$ cat config.mk
export PLATFORM = sky130hd
export DESIGN_NAME = pfc_host
export DESIGN_NICKNAME = d
export VERILOG_FILES = /design/src/pfc_pkg.sv /design/src/pfc_bus_cycle.sv /design/src/pfc_host.sv
export SDC_FILE = /design/constraint.sdc
export NUM_CORES = 1
export LEC_CHECK = 0
export BUFFER_PORTS_ARGS = -buffer_cell sky130_fd_sc_hd__buf_2
export CORE_ASPECT_RATIO = 0.7
export CORE_MARGIN = 10
export CORE_UTILIZATION = 24
export CTS_CLUSTER_DIAMETER = 40
export DETAILED_ROUTE_END_ITERATION = 12
export MAX_ROUTING_LAYER = met4
export SLEW_MARGIN = 40
export SYNTH_ARGS = -nofsm -noshare
export SYNTH_HDL_FRONTEND = slang
export SYNTH_SLANG_ARGS = --single-unit
$ cat constraint.sdc
create_clock -name ref_clk -period 2.9 [get_ports ref_clk]
set_clock_uncertainty 0.1 [all_clocks]
set_input_delay 0.29 -clock ref_clk [delete_from_list [all_inputs] [get_ports ref_clk]]
set_output_delay 0.29 -clock ref_clk [all_outputs]
set_load 0.01 [all_outputs]
$ cat src/pfc_pkg.sv
`default_nettype none
package pfc_pkg;
	// ----------------------------------------
	// Register map (byte addresses)
	// ----------------------------------------
	localparam logic [11:0] REG_CTRL    = 12'h000;
	localparam logic [11:0] REG_ADDR    = 12'h004;
	localparam logic [11:0] REG_WDATA   = 12'h008;
	localparam logic [11:0] REG_STATUS  = 12'h00C;
	localparam logic [11:0] REG_RDATA   = 12'h010;
	// CTRL fields: write starts an operation
	localparam int CTRL_OP_LSB = 0;
	localparam int CTRL_OP_W   = 3;
	// STATUS fields
	localparam int ST_BUSY    = 0;
	localparam int ST_DONE    = 1;
	localparam int ST_REFUSED = 2;
	// Operation codes
	localparam logic [2:0] OP_READ    = 3'h1;
	localparam logic [2:0] OP_PROGRAM = 3'h2;
	localparam logic [2:0] OP_ERASE   = 3'h3;
	localparam logic [2:0] OP_LOCKOUT = 3'h4;
	localparam logic [2:0] OP_ID_IN   = 3'h5;
	localparam logic [2:0] OP_ID_OUT  = 3'h6;
	localparam logic [2:0] OP_ID_OUT1 = 3'h7;
	// ----------------------------------------
	// Device command codes
	// ----------------------------------------
	localparam logic [18:0] CMD_ADDR_A = 19'h0_5555;
	localparam logic [18:0] CMD_ADDR_B = 19'h0_2AAA;
	localparam logic [7:0]  CMD_UNLK_A = 8'hAA;
	localparam logic [7:0]  CMD_UNLK_B = 8'h55;
	localparam logic [7:0]  CMD_PROG   = 8'hA0;
	localparam logic [7:0]  CMD_SETUP  = 8'h80;
	localparam logic [7:0]  CMD_ERASE  = 8'h10;
	localparam logic [7:0]  CMD_LOCK   = 8'h40;
	localparam logic [7:0]  CMD_ID_IN  = 8'h90;
	localparam logic [7:0]  CMD_ID_OUT = 8'hF0;
	localparam logic [18:0] BOOT_LAST  = 19'h0_3FFF;
	localparam logic [18:0] LOCK_ADDR  = 19'h0_0002;
	// ----------------------------------------
	// Timing
	// ----------------------------------------
	localparam int CLK_PERIOD_PS = 4000;
	localparam int STROBE_NS     = 40;
	localparam int STROBE_CYC    = (STROBE_NS * 1000 + CLK_PERIOD_PS - 1) / CLK_PERIOD_PS;
	localparam int FILTER_NS     = 15;
	localparam int FILTER_CYC    = (FILTER_NS * 1000 + CLK_PERIOD_PS - 1) / CLK_PERIOD_PS;
	localparam int ACCESS_NS     = 60;
	localparam int ACCESS_CYC    = (ACCESS_NS * 1000 + CLK_PERIOD_PS - 1) / CLK_PERIOD_PS;
	localparam int GAP_CYC       = 2;
	localparam logic [7:0] PW_CYC = 8'(STROBE_CYC > FILTER_CYC ? STROBE_CYC : FILTER_CYC + 1);
	localparam logic [7:0] RD_CYC = 8'(ACCESS_CYC);
	localparam logic [7:0] GP_CYC = 8'(GAP_CYC);
endpackage : pfc_pkg
`default_nettype wire

$ cat src/pfc_bus_cycle.sv
`timescale 1ns/1ps
`default_nettype none
// ----------------------------------------
// One strobed bus cycle on the flash pins
// ----------------------------------------
module pfc_bus_cycle (
	// Clock and reset
	input  wire logic        ref_clk,
	input  wire logic        rst,
	// Request
	input  wire logic        start,
	input  wire logic        is_write,
	input  wire logic [18:0] addr,
	input  wire logic [7:0]  wdata,
	// Answer
	output logic             done,
	output logic [7:0]       rdata,
	// Flash pins
	output logic [18:0]      byte_address,
	output logic             chip_sel_n,
	output logic             out_en_n,
	output logic             wr_en_n,
	output logic [7:0]       data_lines_o,
	output logic             data_lines_oe_n,
	input  wire logic [7:0]  data_lines_i
);
	typedef enum logic [1:0] {S_IDLE, S_SETUP, S_STROBE, S_GAP} pfc_cyc_t;
	pfc_cyc_t   st_q;
	logic [7:0] cnt_q;
	logic       wr_q;
	wire        cnt_zero = (cnt_q == 8'h00);

	always_ff @(posedge ref_clk) begin
		if (rst) begin
			st_q            <= S_IDLE;
			cnt_q           <= 8'h00;
			wr_q            <= 1'b0;
			done            <= 1'b0;
			rdata           <= 8'h00;
			byte_address    <= 19'h0_0000;
			chip_sel_n      <= 1'b1;
			out_en_n        <= 1'b1;
			wr_en_n         <= 1'b1;
			data_lines_o    <= 8'h00;
			data_lines_oe_n <= 1'b1;
		end else begin
			done <= 1'b0;
			if (!cnt_zero)
				cnt_q <= cnt_q - 8'h01;
			unique case (st_q)
				S_IDLE: if (start) begin
					// Address settles before any strobe falls
					byte_address    <= addr;
					wr_q            <= is_write;
					data_lines_o    <= wdata;
					data_lines_oe_n <= !is_write;
					st_q            <= S_SETUP;
				end
				S_SETUP: begin
					chip_sel_n <= 1'b0;
					// OE high on writes
					out_en_n   <= wr_q;
					// Strobe outlasts filter
					wr_en_n    <= !wr_q;
					cnt_q      <= wr_q ? pfc_pkg::PW_CYC : pfc_pkg::RD_CYC;
					st_q       <= S_STROBE;
				end
				S_STROBE: if (cnt_zero) begin
					// Data held past rising edge
					chip_sel_n <= 1'b1;
					out_en_n   <= 1'b1;
					wr_en_n    <= 1'b1;
					rdata      <= data_lines_i;
					cnt_q      <= pfc_pkg::GP_CYC;
					st_q       <= S_GAP;
				end
				S_GAP: if (cnt_zero) begin
					data_lines_oe_n <= 1'b1;
					done            <= 1'b1;
					st_q            <= S_IDLE;
				end
			endcase
		end
	end
endmodule : pfc_bus_cycle
`default_nettype wire

$ cat src/pfc_host.sv
// The register offsets and the APB slave port are this design's own decisions.
`timescale 1ns/1ps
`default_nettype none
// Summary of operation
// Reads strobe chip select and output enable low, write enable high.
// Data pins only driven by device when both selects low.
// Erased bits read one; programming clears bits only.
// Chip erase sent as six fixed address/data writes.
// Erase timed internally; host polls until done.
// Locked boot sector survives chip erase.
// Programming a zero back to one has no effect.
// Byte program is a four-write sequence.
// Address latched late falling edge, data early rising edge.
// Byte program completes within program time, then next access.
// Boot block spans addresses zero to 3FFF.
// Locked boot block refuses erase and program.
// Host enables lockout with six command writes.
// In ID mode, address 2 bit 0 shows lockout.
// ID codes identical by hardware or software entry.
// Polling during program returns inverted bit 7.
// After program, true byte returned on all lines.
// Polling may begin at any moment.
// Bit 6 toggles between reads while busy.
// No program cycle with OE low, CE high or WE high.
// Strobe pulses under 15 ns ignored.
// Unlock 5555/AA, 2AAA/55, 5555/cmd; A0 program, 80..10 erase.
// Lockout sequence ends 5555/40.
// ID entry ends 90; exit ends F0 or single F0.
// Broken sequence returns device to read state.
// Program to locked boot address ignored.
module pfc_host (
	// Clock and reset
	input  wire logic        ref_clk,
	input  wire logic        rst,
	// APB slave
	input  wire logic        psel,
	input  wire logic        penable,
	input  wire logic        pwrite,
	input  wire logic [11:0] paddr,
	input  wire logic [31:0] pwdata,
	output logic             pready,
	output logic             pslverr,
	output logic [31:0]      prdata,
	// Flash pins
	output logic [18:0]      byte_address,
	output logic             chip_sel_n,
	output logic             out_en_n,
	output logic             wr_en_n,
	output logic [7:0]       data_lines_o,
	output logic             data_lines_oe_n,
	input  wire logic [7:0]  data_lines_i
);
	typedef enum logic [2:0] {H_IDLE, H_CMD, H_POLL, H_READ, H_END} pfc_st_t;

	// ----------------------------------------
	// Command step table
	// ----------------------------------------
	function automatic logic [26:0] step(input logic [2:0] op, input logic [2:0] idx,
		input logic [18:0] a, input logic [7:0] d);
		logic [7:0] c;
		c = 8'h00;
		step = 27'h000_0000;
		unique case (op)
			pfc_pkg::OP_PROGRAM: c = pfc_pkg::CMD_PROG;
			pfc_pkg::OP_ID_IN:   c = pfc_pkg::CMD_ID_IN;
			pfc_pkg::OP_ID_OUT:  c = pfc_pkg::CMD_ID_OUT;
			default:             c = pfc_pkg::CMD_SETUP;
		endcase
		// Single exit write
		if (op == pfc_pkg::OP_ID_OUT1)
			step = {a, pfc_pkg::CMD_ID_OUT};
		// Fourth write carries byte
		else if (op == pfc_pkg::OP_PROGRAM && idx == 3'd3)
			step = {a, d};
		else if (idx == 3'd0 || idx == 3'd3)
			step = {pfc_pkg::CMD_ADDR_A, pfc_pkg::CMD_UNLK_A};
		else if (idx == 3'd1 || idx == 3'd4)
			step = {pfc_pkg::CMD_ADDR_B, pfc_pkg::CMD_UNLK_B};
		else if (idx == 3'd2)
			step = {pfc_pkg::CMD_ADDR_A, c};
		// Sixth write ends sequence
		else
			step = {pfc_pkg::CMD_ADDR_A, (op == pfc_pkg::OP_ERASE) ? pfc_pkg::CMD_ERASE : pfc_pkg::CMD_LOCK};
	endfunction : step

	// Writes per operation
	function automatic logic [2:0] nwrites(input logic [2:0] op);
		unique case (op)
			pfc_pkg::OP_PROGRAM: nwrites = 3'd4;
			pfc_pkg::OP_ERASE:   nwrites = 3'd6;
			pfc_pkg::OP_LOCKOUT: nwrites = 3'd6;
			pfc_pkg::OP_ID_OUT1: nwrites = 3'd1;
			default:             nwrites = 3'd3;
		endcase
	endfunction : nwrites

	// ----------------------------------------
	// State
	// ----------------------------------------
	pfc_st_t     st_q;
	logic [2:0]  op_q;
	logic [2:0]  idx_q;
	logic [18:0] addr_q;
	logic [7:0]  wdata_q;
	logic [7:0]  rdata_q;
	logic [7:0]  prev_q;
	logic        prev_ok_q;
	logic        done_q;
	logic        refused_q;
	logic        cyc_start_q;
	logic        cyc_write_q;
	logic [18:0] cyc_addr_q;
	logic [7:0]  cyc_data_q;
	logic        cyc_done;
	logic [7:0]  cyc_rdata;

	wire         busy      = (st_q != H_IDLE);
	wire         apb_acc   = psel && penable;
	wire         apb_wr    = apb_acc && pwrite;
	wire         ctrl_wr   = apb_wr && (paddr == pfc_pkg::REG_CTRL);
	wire  [2:0]  new_op    = pwdata[pfc_pkg::CTRL_OP_LSB +: pfc_pkg::CTRL_OP_W];
	wire         op_valid  = (new_op != 3'd0);
	// Boot block address range
	wire         in_boot   = (addr_q <= pfc_pkg::BOOT_LAST);
	wire         mapped    = (paddr == pfc_pkg::REG_CTRL) || (paddr == pfc_pkg::REG_ADDR) ||
	                         (paddr == pfc_pkg::REG_WDATA) || (paddr == pfc_pkg::REG_STATUS) ||
	                         (paddr == pfc_pkg::REG_RDATA);
	wire  [26:0] cur_step  = step(op_q, idx_q, addr_q, wdata_q);
	wire  [2:0]  last_idx  = nwrites(op_q) - 3'd1;
	// Bit 6 stable across two reads means idle
	wire         toggle_ok = prev_ok_q && (prev_q[6] == cyc_rdata[6]);
	// Bit 7 matches written data when finished
	// A refused byte may not match in bit 7, so a stopped toggle also ends the wait
	wire         poll_ok   = (op_q == pfc_pkg::OP_PROGRAM) && (cyc_rdata[7] == wdata_q[7]);
	wire  [31:0] status    = {29'h0, refused_q, done_q, busy};
	wire  [31:0] rd_mux    = (paddr == pfc_pkg::REG_ADDR)   ? {13'h0, addr_q} :
	                         (paddr == pfc_pkg::REG_WDATA)  ? {24'h0, wdata_q} :
	                         (paddr == pfc_pkg::REG_STATUS) ? status :
	                         (paddr == pfc_pkg::REG_RDATA)  ? {24'h0, rdata_q} : 32'h0000_0000;

	pfc_bus_cycle u_cycle (
		.ref_clk         (ref_clk),
		.rst             (rst),
		.start           (cyc_start_q),
		.is_write        (cyc_write_q),
		.addr            (cyc_addr_q),
		.wdata           (cyc_data_q),
		.done            (cyc_done),
		.rdata           (cyc_rdata),
		.byte_address    (byte_address),
		.chip_sel_n      (chip_sel_n),
		.out_en_n        (out_en_n),
		.wr_en_n         (wr_en_n),
		.data_lines_o    (data_lines_o),
		.data_lines_oe_n (data_lines_oe_n),
		.data_lines_i    (data_lines_i)
	);

	// ----------------------------------------
	// APB slave: one wait state, answer in access phase
	// ----------------------------------------
	always_ff @(posedge ref_clk) begin
		if (rst) begin
			pready  <= 1'b0;
			pslverr <= 1'b0;
			prdata  <= 32'h0000_0000;
		end else begin
			pready  <= psel && !pready && !penable ? 1'b0 : (psel && penable && !pready);
			pslverr <= psel && penable && !pready && (!mapped || (paddr == pfc_pkg::REG_CTRL && pwrite && busy));
			prdata  <= rd_mux;
		end
	end

	wire take = apb_acc && pready;

	// ----------------------------------------
	// Sequencer
	// ----------------------------------------
	always_ff @(posedge ref_clk) begin
		if (rst) begin
			st_q        <= H_IDLE;
			op_q        <= 3'd0;
			idx_q       <= 3'd0;
			addr_q      <= 19'h0_0000;
			wdata_q     <= 8'hFF;
			rdata_q     <= 8'h00;
			prev_q      <= 8'h00;
			prev_ok_q   <= 1'b0;
			done_q      <= 1'b0;
			refused_q   <= 1'b0;
			cyc_start_q <= 1'b0;
			cyc_write_q <= 1'b0;
			cyc_addr_q  <= 19'h0_0000;
			cyc_data_q  <= 8'h00;
		end else begin
			cyc_start_q <= 1'b0;
			if (take && pwrite && !busy && paddr == pfc_pkg::REG_ADDR)
				addr_q <= pwdata[18:0];
			if (take && pwrite && !busy && paddr == pfc_pkg::REG_WDATA)
				wdata_q <= pwdata[7:0];
			unique case (st_q)
				H_IDLE: if (take && ctrl_wr && op_valid) begin
					op_q      <= new_op;
					idx_q     <= 3'd0;
					done_q    <= 1'b0;
					prev_ok_q <= 1'b0;
					refused_q <= 1'b0;
					st_q      <= (new_op == pfc_pkg::OP_READ) ? H_READ : H_CMD;
					cyc_start_q <= 1'b1;
					cyc_write_q <= (new_op != pfc_pkg::OP_READ);
					cyc_addr_q  <= (new_op == pfc_pkg::OP_READ) ? addr_q : pfc_pkg::CMD_ADDR_A;
					cyc_data_q  <= (new_op == pfc_pkg::OP_ID_OUT1) ? pfc_pkg::CMD_ID_OUT : pfc_pkg::CMD_UNLK_A;
				end
				H_CMD: if (cyc_done) begin
					// Issue next unlock or command step
					if (idx_q == last_idx) begin
						st_q <= (op_q == pfc_pkg::OP_PROGRAM || op_q == pfc_pkg::OP_ERASE) ? H_POLL : H_END;
						cyc_start_q <= (op_q == pfc_pkg::OP_PROGRAM || op_q == pfc_pkg::OP_ERASE);
						cyc_write_q <= 1'b0;
						cyc_addr_q  <= addr_q;
					end else begin
						idx_q       <= idx_q + 3'd1;
						cyc_start_q <= 1'b1;
						cyc_write_q <= 1'b1;
						{cyc_addr_q, cyc_data_q} <= step(op_q, idx_q + 3'd1, addr_q, wdata_q);
					end
				end
				H_POLL: if (cyc_done) begin
					// Poll from first read after last write
					prev_q    <= cyc_rdata;
					prev_ok_q <= 1'b1;
					if (toggle_ok || poll_ok) begin
						rdata_q <= cyc_rdata;
						// Report byte that did not take
						refused_q <= (op_q == pfc_pkg::OP_PROGRAM) && (cyc_rdata != wdata_q);
						st_q    <= H_END;
					end else
						cyc_start_q <= 1'b1;
				end
				H_READ: if (cyc_done) begin
					// Captured read byte
					rdata_q <= cyc_rdata;
					st_q    <= H_END;
				end
				H_END: begin
					done_q <= 1'b1;
					st_q   <= H_IDLE;
				end
			endcase
		end
	end

	wire unused_ok = &{1'b0, cur_step, in_boot};

	// ----------------------------------------
	// Checks
	// ----------------------------------------
	chk_write_strobes: assert property (@(posedge ref_clk) disable iff (rst)
		!wr_en_n |-> (out_en_n && !chip_sel_n)) else $error("write strobe with OE low or CE high");
	chk_strobe_width: assert property (@(posedge ref_clk) disable iff (rst)
		$fell(wr_en_n) |-> !wr_en_n [*4]) else $error("write pulse too short");
	chk_read_strobes: assert property (@(posedge ref_clk) disable iff (rst)
		!out_en_n |-> (wr_en_n && data_lines_oe_n)) else $error("read with WE low or data driven");
	chk_data_hold: assert property (@(posedge ref_clk) disable iff (rst)
		$rose(wr_en_n) |-> (!data_lines_oe_n && $stable(data_lines_o) && $stable(byte_address)))
		else $error("data not held at WE rise");
	chk_unlock_first: assert property (@(posedge ref_clk) disable iff (rst)
		(st_q == H_CMD && idx_q == 3'd0 && $fell(wr_en_n) && op_q != pfc_pkg::OP_ID_OUT1)
		|-> (byte_address == pfc_pkg::CMD_ADDR_A && data_lines_o == pfc_pkg::CMD_UNLK_A))
		else $error("first unlock write wrong");
	chk_cmd_step: assert property (@(posedge ref_clk) disable iff (rst)
		(st_q == H_CMD && $fell(wr_en_n) && op_q != pfc_pkg::OP_ID_OUT1)
		|-> ({byte_address, data_lines_o} == cur_step)) else $error("command step address or data wrong");
	chk_apb_wait: assert property (@(posedge ref_clk) disable iff (rst)
		(psel && !penable) ##1 (psel && penable) |-> ##1 pready) else $error("APB answer late");
endmodule : pfc_host
`default_nettype wire

## Word-level counts from Yosys, hierarchy flattened

Index checks and enable logic that the tools add are counted.

- Bits in registers: 168
- Bits of input ports: 57
- Word-level logic and storage cells: 208

- Add/sub/neg operators: 3
- Equality and inequality tests: 38
- Muxes and demuxes: 71
- Bitwise gates (word level): 1
- Reductions and logical operators: 66

Operators by type and width:

| kind | number |
|---|---|
| $mux W8 | 12 |
| $mux W19 | 5 |
| $mux W27 | 2 |
| $pmux W8 S2 | 3 |
| $mux W23 | 2 |
| $pmux W19 S2 | 1 |
| $mux W3 | 11 |
| $eq A12 B4 Y1 const B | 2 |
| $eq A3 B3 Y1 const B | 7 |
| $pmux W7 S3 | 1 |
| $logic_and A1 B1 Y1 | 20 |
| $eq A3 B2 Y1 const B | 6 |
| $pmux W1 S2 | 8 |
| $mux W1 | 15 |
| $pmux W3 S5 | 1 |
| $mux W7 | 2 |
| $eq A12 B3 Y1 const B | 1 |
| $eq A12 B5 Y1 const B | 1 |
| $logic_not A12 Y1 | 1 |
| $reduce_and A2 Y1 | 6 |
| $reduce_and A3 Y1 | 4 |
| $reduce_and A4 Y1 | 3 |
| $reduce_bool A2 Y1 | 6 |
| $ne A2 B1 Y1 const B | 5 |
| other kinds (26) | 54 |

## Depth between registers and ports, before layout

- Depth after elaboration: 10
- Gate-level depth with buffers: 11

## Modules after synthesis

Synthesis repeated with hierarchy kept, for this count alone.

- Cells, all modules: 757
- Area total of the unflattened synthesis: 6571.3 um^2

By module, submodules not included:

| module | times used | cells an instance | area each (um^2) | sequential area each (um^2) |
|---|---|---|---|---|
| pfc_host | 1 | 511 | 4508.1 | 1961.9 |
| pfc_bus_cycle | 1 | 246 | 2063.2 | 1021.0 |

## Worst setup path before layout

No wires, ideal clock.

- Path type: reg-to-reg
- From: register op_q[2]
- To: register cyc_addr_q[2]
- Library setup time: 0.079 ns
- Arrival time: 2.448 ns
- Required time: 2.721 ns
- Path slack: 0.272 ns
- Cell stages (with the launch flop): 11
- Buffers on the path: 2
- Period minus slack after synthesis: 2.628 ns
- Path through: dfxtp_1 > buf_6 > nor2b_4 > buf_6 > or2_2 > ha_1 > xor2_1 > or4_4 > a21o_1 > a211o_2 > a22oi_1

- Word-level cells in the longest chain between the ends: 8
- Elaborated cells on any way between the ends: 14

RTL lines:

| item | RTL line | RTL |
|---|---|---|
| start: declaration | pfc_host.sv:101 | `logic [2:0] op_q;` |
| start signal: assignment | pfc_host.sv:203 | `op_q <= new_op;` |
| $eq A3 B2 Y1 / $eq A3 B3 Y1 (equally long branches) | pfc_host.sv:88 | `unique case (op)` |
| $reduce_or A2 Y1 (no line) | - |  |
| $pmux W3 S3 | pfc_host.sv:88 |  |
| $sub A3 B1 Y3 | pfc_host.sv:129 | `wire [2:0] last_idx = nwrites(op_q) - 3'd1;` |
| $eq A3 B3 Y1 | pfc_host.sv:216 | `if (idx_q == last_idx) begin` |
| $mux W19 * | pfc_host.sv:216 |  |
| $mux W19 * | pfc_host.sv:214 | `H_CMD: if (cyc_done) begin` |
| $pmux W19 S2 * | pfc_host.sv:201 | `unique case (st_q)` |
| end signal: assignment | pfc_host.sv:211 | `cyc_addr_q <= (new_op == pfc_pkg::OP_READ) ? addr_q : pfc_pkg::CMD_ADDR_A;` |
| end signal: assignment | pfc_host.sv:220 | `cyc_addr_q <= addr_q;` |
| end signal: assignment | pfc_host.sv:225 | `{cyc_addr_q, cyc_data_q} <= step(op_q, idx_q + 3'd1, addr_q, wdata_q);` |
| end: declaration | pfc_host.sv:112 | `logic [18:0] cyc_addr_q;` |

Mark *: on every way between the ends. The rest lies on a longest branch, timed or not. The select of a mux whose other input is x is not followed.
A chain may end at the register's enable or synchronous reset.

## Final worst setup path

- From: register op_q[2]
- To: register cyc_addr_q[18]

Same word-level chain as after synthesis.

==> key figures <==
Die
  • Core area: 27,690 um2
  • Starting Density: 24.24%
  • Die Span X: 219.9 um
  • Die height: 159.9 um
  • Boundary pin count: 122
  • Row cnt: 51
  • Die area: roughly 35,000 um2

Place
  • Placed cell areas: 7705 um2
  • Dpl ws: 0.2289 ns
  • I/O Buffers: 95
  • Final HPWL DP: 15,790 um
  • GPL Wtd Cong: 0.8598
  • Placed Cells: 1,232

STA
  • Final worst setup slack: between 0.15 and 0.2 ns
  • Setup TNS: 0 ns
  • Slew Viols, Final: 0
  • Slew @ Worst Pin: 0.6959 ns
  • Minimum clock period: 2.703 ns
  • Max Fclk: 370.0 MHz
  • Final Cycle Share: 93.19%
  • Setup-failing EPs final: 0
  • Final hold violations: 0
  • Worst slew margin: 53.25%
  • RSZ-0062 raised after global routing: false

Worst setup path
  • CP max FO: 5
  • Worst EP required: 3.11 ns
  • Setup Crit Path Kind: flip-flop to flip-flop
  • CP arrival: slightly below 3 ns
  • Startpoint Class: flip-flop
  • Crit. End Element: flip-flop
  • R2r setup slk: about 0.20 ns

Yosys
  • Top cells by area, synth: dfxtp_1 44%, mux2i_1 6.6%, nand2_1 6.5%, a21oi_1 5.9%, nor2_1 4.2%
  • Cell Area, Synth: 6713 um2
  • Post-synth top flop: dfxtp_1
  • Async S/R FF share, synth: 0%
  • Yosys reg bits: 149
  • EDFF count, synth: 0
  • Syn_area_per_cell: 8.662 um2
  • Seq/Total Area, Yosys: 44.44%
  • Synth Warn #: 0
  • Yosys cell types: 71
  • Area leader, netlist: dfxtp_1
  • Gate Count Post-Synth: 775
  • Synth top area share: 44.44%

Detailed routing
  • Via count: approximately 5,900
  • DRC Markers: 0
  • WL final: 21,260 um
  • WL per Instance: 16.71 um
  • Vias per std cell: 4.620
  • 1st-iter DRT viols: slightly below 500
  • Routed Antenna Nets: 0
  • First-pass DRT Iterations: 5

Finish
  • Area Overhead vs Synth: 25.29%
  • Number of diodes: 0
  • Share of cells above drive strength 1: 20.87%
  • Commonest non-fill, non-tap cells in the layout: 149 x dfxtp_1, 116 x nand2_1, 94 x buf_2
  • Post-Layout Inst Area: 8411 um2
  • Commonest non-fill, non-tap cell in the layout: dfxtp_1
  • Layout Utilization: just over 30%
  • Nets: between 900 and 1,000
  • Post-route insts no fill: 1,272

Clocking
  • H-tree depth: 4
  • Worst-Skew Late Latency: 0.43 ns
  • Num Clock Sinks: 149
  • Clk root buf: clkbuf_16
  • CTS buffer count: 17
  • CTS tree: built
  • Worst-case clock buffer depth: 2
  • Setup Fix Bufs, Post-CTS: 0
  • Worst-path clk slew: 0.06 ns

Global route
  • First-pass GRT wire length: about 33,000 um
  • Largest net degree at the start of global routing: 46
  • Initial antenna violation count: 0
  • Vias in the first global route: 5,640
  • Total GRT Usage: around 12%
  • Global route total overflow: 0

Pwr
  • PwrDens: ~600 nW/um2
  • Peak supply drop: just over 0.0003 V
  • Leakage: 3.125 nW

Job
  • Max-Cap Viols: 0

Outcome
  • Status: finished clean

Worst hold path
  • Hold WC Path Type: input pin to flip-flop
[where the power goes]
group / total [mW] / switching [mW] / internal, mW
Sequential: 2.14 / 0.0448 / 2.10
Clock: 2.37 / 0.965 / 1.40
Combinational: 0.557 / 0.329 / 0.228
[metrics by stage]
| stage | hold WS, ns | total power [mW] |
|---|---|---|
| after floorplan | 0.3185 | 2.586 |
| after global placement | 0.3369 | 2.728 |
| after detailed placement | 0.3441 | 2.734 |
| after CTS | 0.002963 | 5.114 |
| after global routing | 0.01647 | 5.275 |
| final | 0.01403 | 5.068 |
[flip-flops by register name (all words and copies together) (netlist names), 2 cells and up]
register and flops:
u_cycle.st_q 2, u_cycle.rdata 8, u_cycle.data_lines_o 8, st_q 3
cyc_data_q 8, u_cycle.cnt_q 8, idx_q 3, addr_q 19
u_cycle.byte_address 19, cyc_addr_q 19, prdata 19, op_q 3
wdata_q 8, rdata_q 8
[cells in the mapped netlist, types with 3 or more instances]
cell         n
inv_1       19
dfxtp_1    149
nand2_1    116
buf_1        3
mux2i_1     44
a2111o_1     3
o41ai_1      5
or3_1        3
buf_2       10
o21ai_0     22
a22oi_1     14
o31ai_1     10
nor2_1      75
and2_1      10
a31oi_1      3
or2_2        5
nor4_1       6
a211oi_1    10
nor2b_1      7
buf_4       15
nand3_1     17
and4_1       4
a21o_1       3
xnor2_1     11
o22ai_1      3
nand3b_1     4
nor3_1      17
a2bb2oi_1    3
clkbuf_1    24
xor2_1       8
nor3b_1      6
o211ai_1     4
a21oi_1     79
ha_1        14
nand2b_1     4
[worst paths after layout]
path / from / endpoint / cells after the start
max: op_q[2] / cyc_addr_q[18] / 8
min: data_lines_i[3] / u_cycle.rdata[3] / 3
max reg2reg: op_q[2] / cyc_addr_q[18] / 8
min reg2reg: u_cycle.data_lines_o[4] / u_cycle.data_lines_o[4] / 2
[what timing repair did]
item,in CTS,in global routing
hold buffers,8,0
gates resized for setup,0,0
endpoints found under the hold margin,8,0
[critical path, stage by stage (launching register included)]
cell     delay, ns
dfxtp_1       0.35
nor3b_1       0.17
or2_2         0.28
ha_1          0.21
xor2_1        0.15
or4_4         0.48
a21oi_2       0.30
nor3_1        0.19
o41ai_1       0.36
[layer usage]
layer	vias to the layer above	GRT usage (%)	wire (um)	share of wire, %
met5	-	-	0	0
met1	2815	16.89	10650	50
met4	0	2.918	146	0.69
met2	130	18.01	9582	45
li1	2922	-	-	-
met3	10	2.699	883	4.2
[cell families after synthesis]
| group | Yosys count | synth area share [%] |
|---|---|---|
| and+or+nand+nor | 289 | 20.34 |
| muxes | 44 | 6.561 |
| AOI/OAI and AO/OA | 182 | 17.75 |
| DFF | 149 | 44.44 |
| other | 1 | 0.05586 |
| buffers and inverters | 76 | 5.536 |
| xor gates and xnor gates | 20 | 2.721 |
| adders and majority gates | 14 | 2.610 |
[cell type report]
cell class | instances | area (um2)
fill | 3002 | 19280
multi-input combinational | 562 | 3417
sequential | 149 | 2983
timing repair buffer | 138 | 845.8
tap | 371 | 464.2
clock buffer | 18 | 439.2
clock inverter | 14 | 186.4
inverter | 20 | 75.07
(Power assumes the default switching activity.)
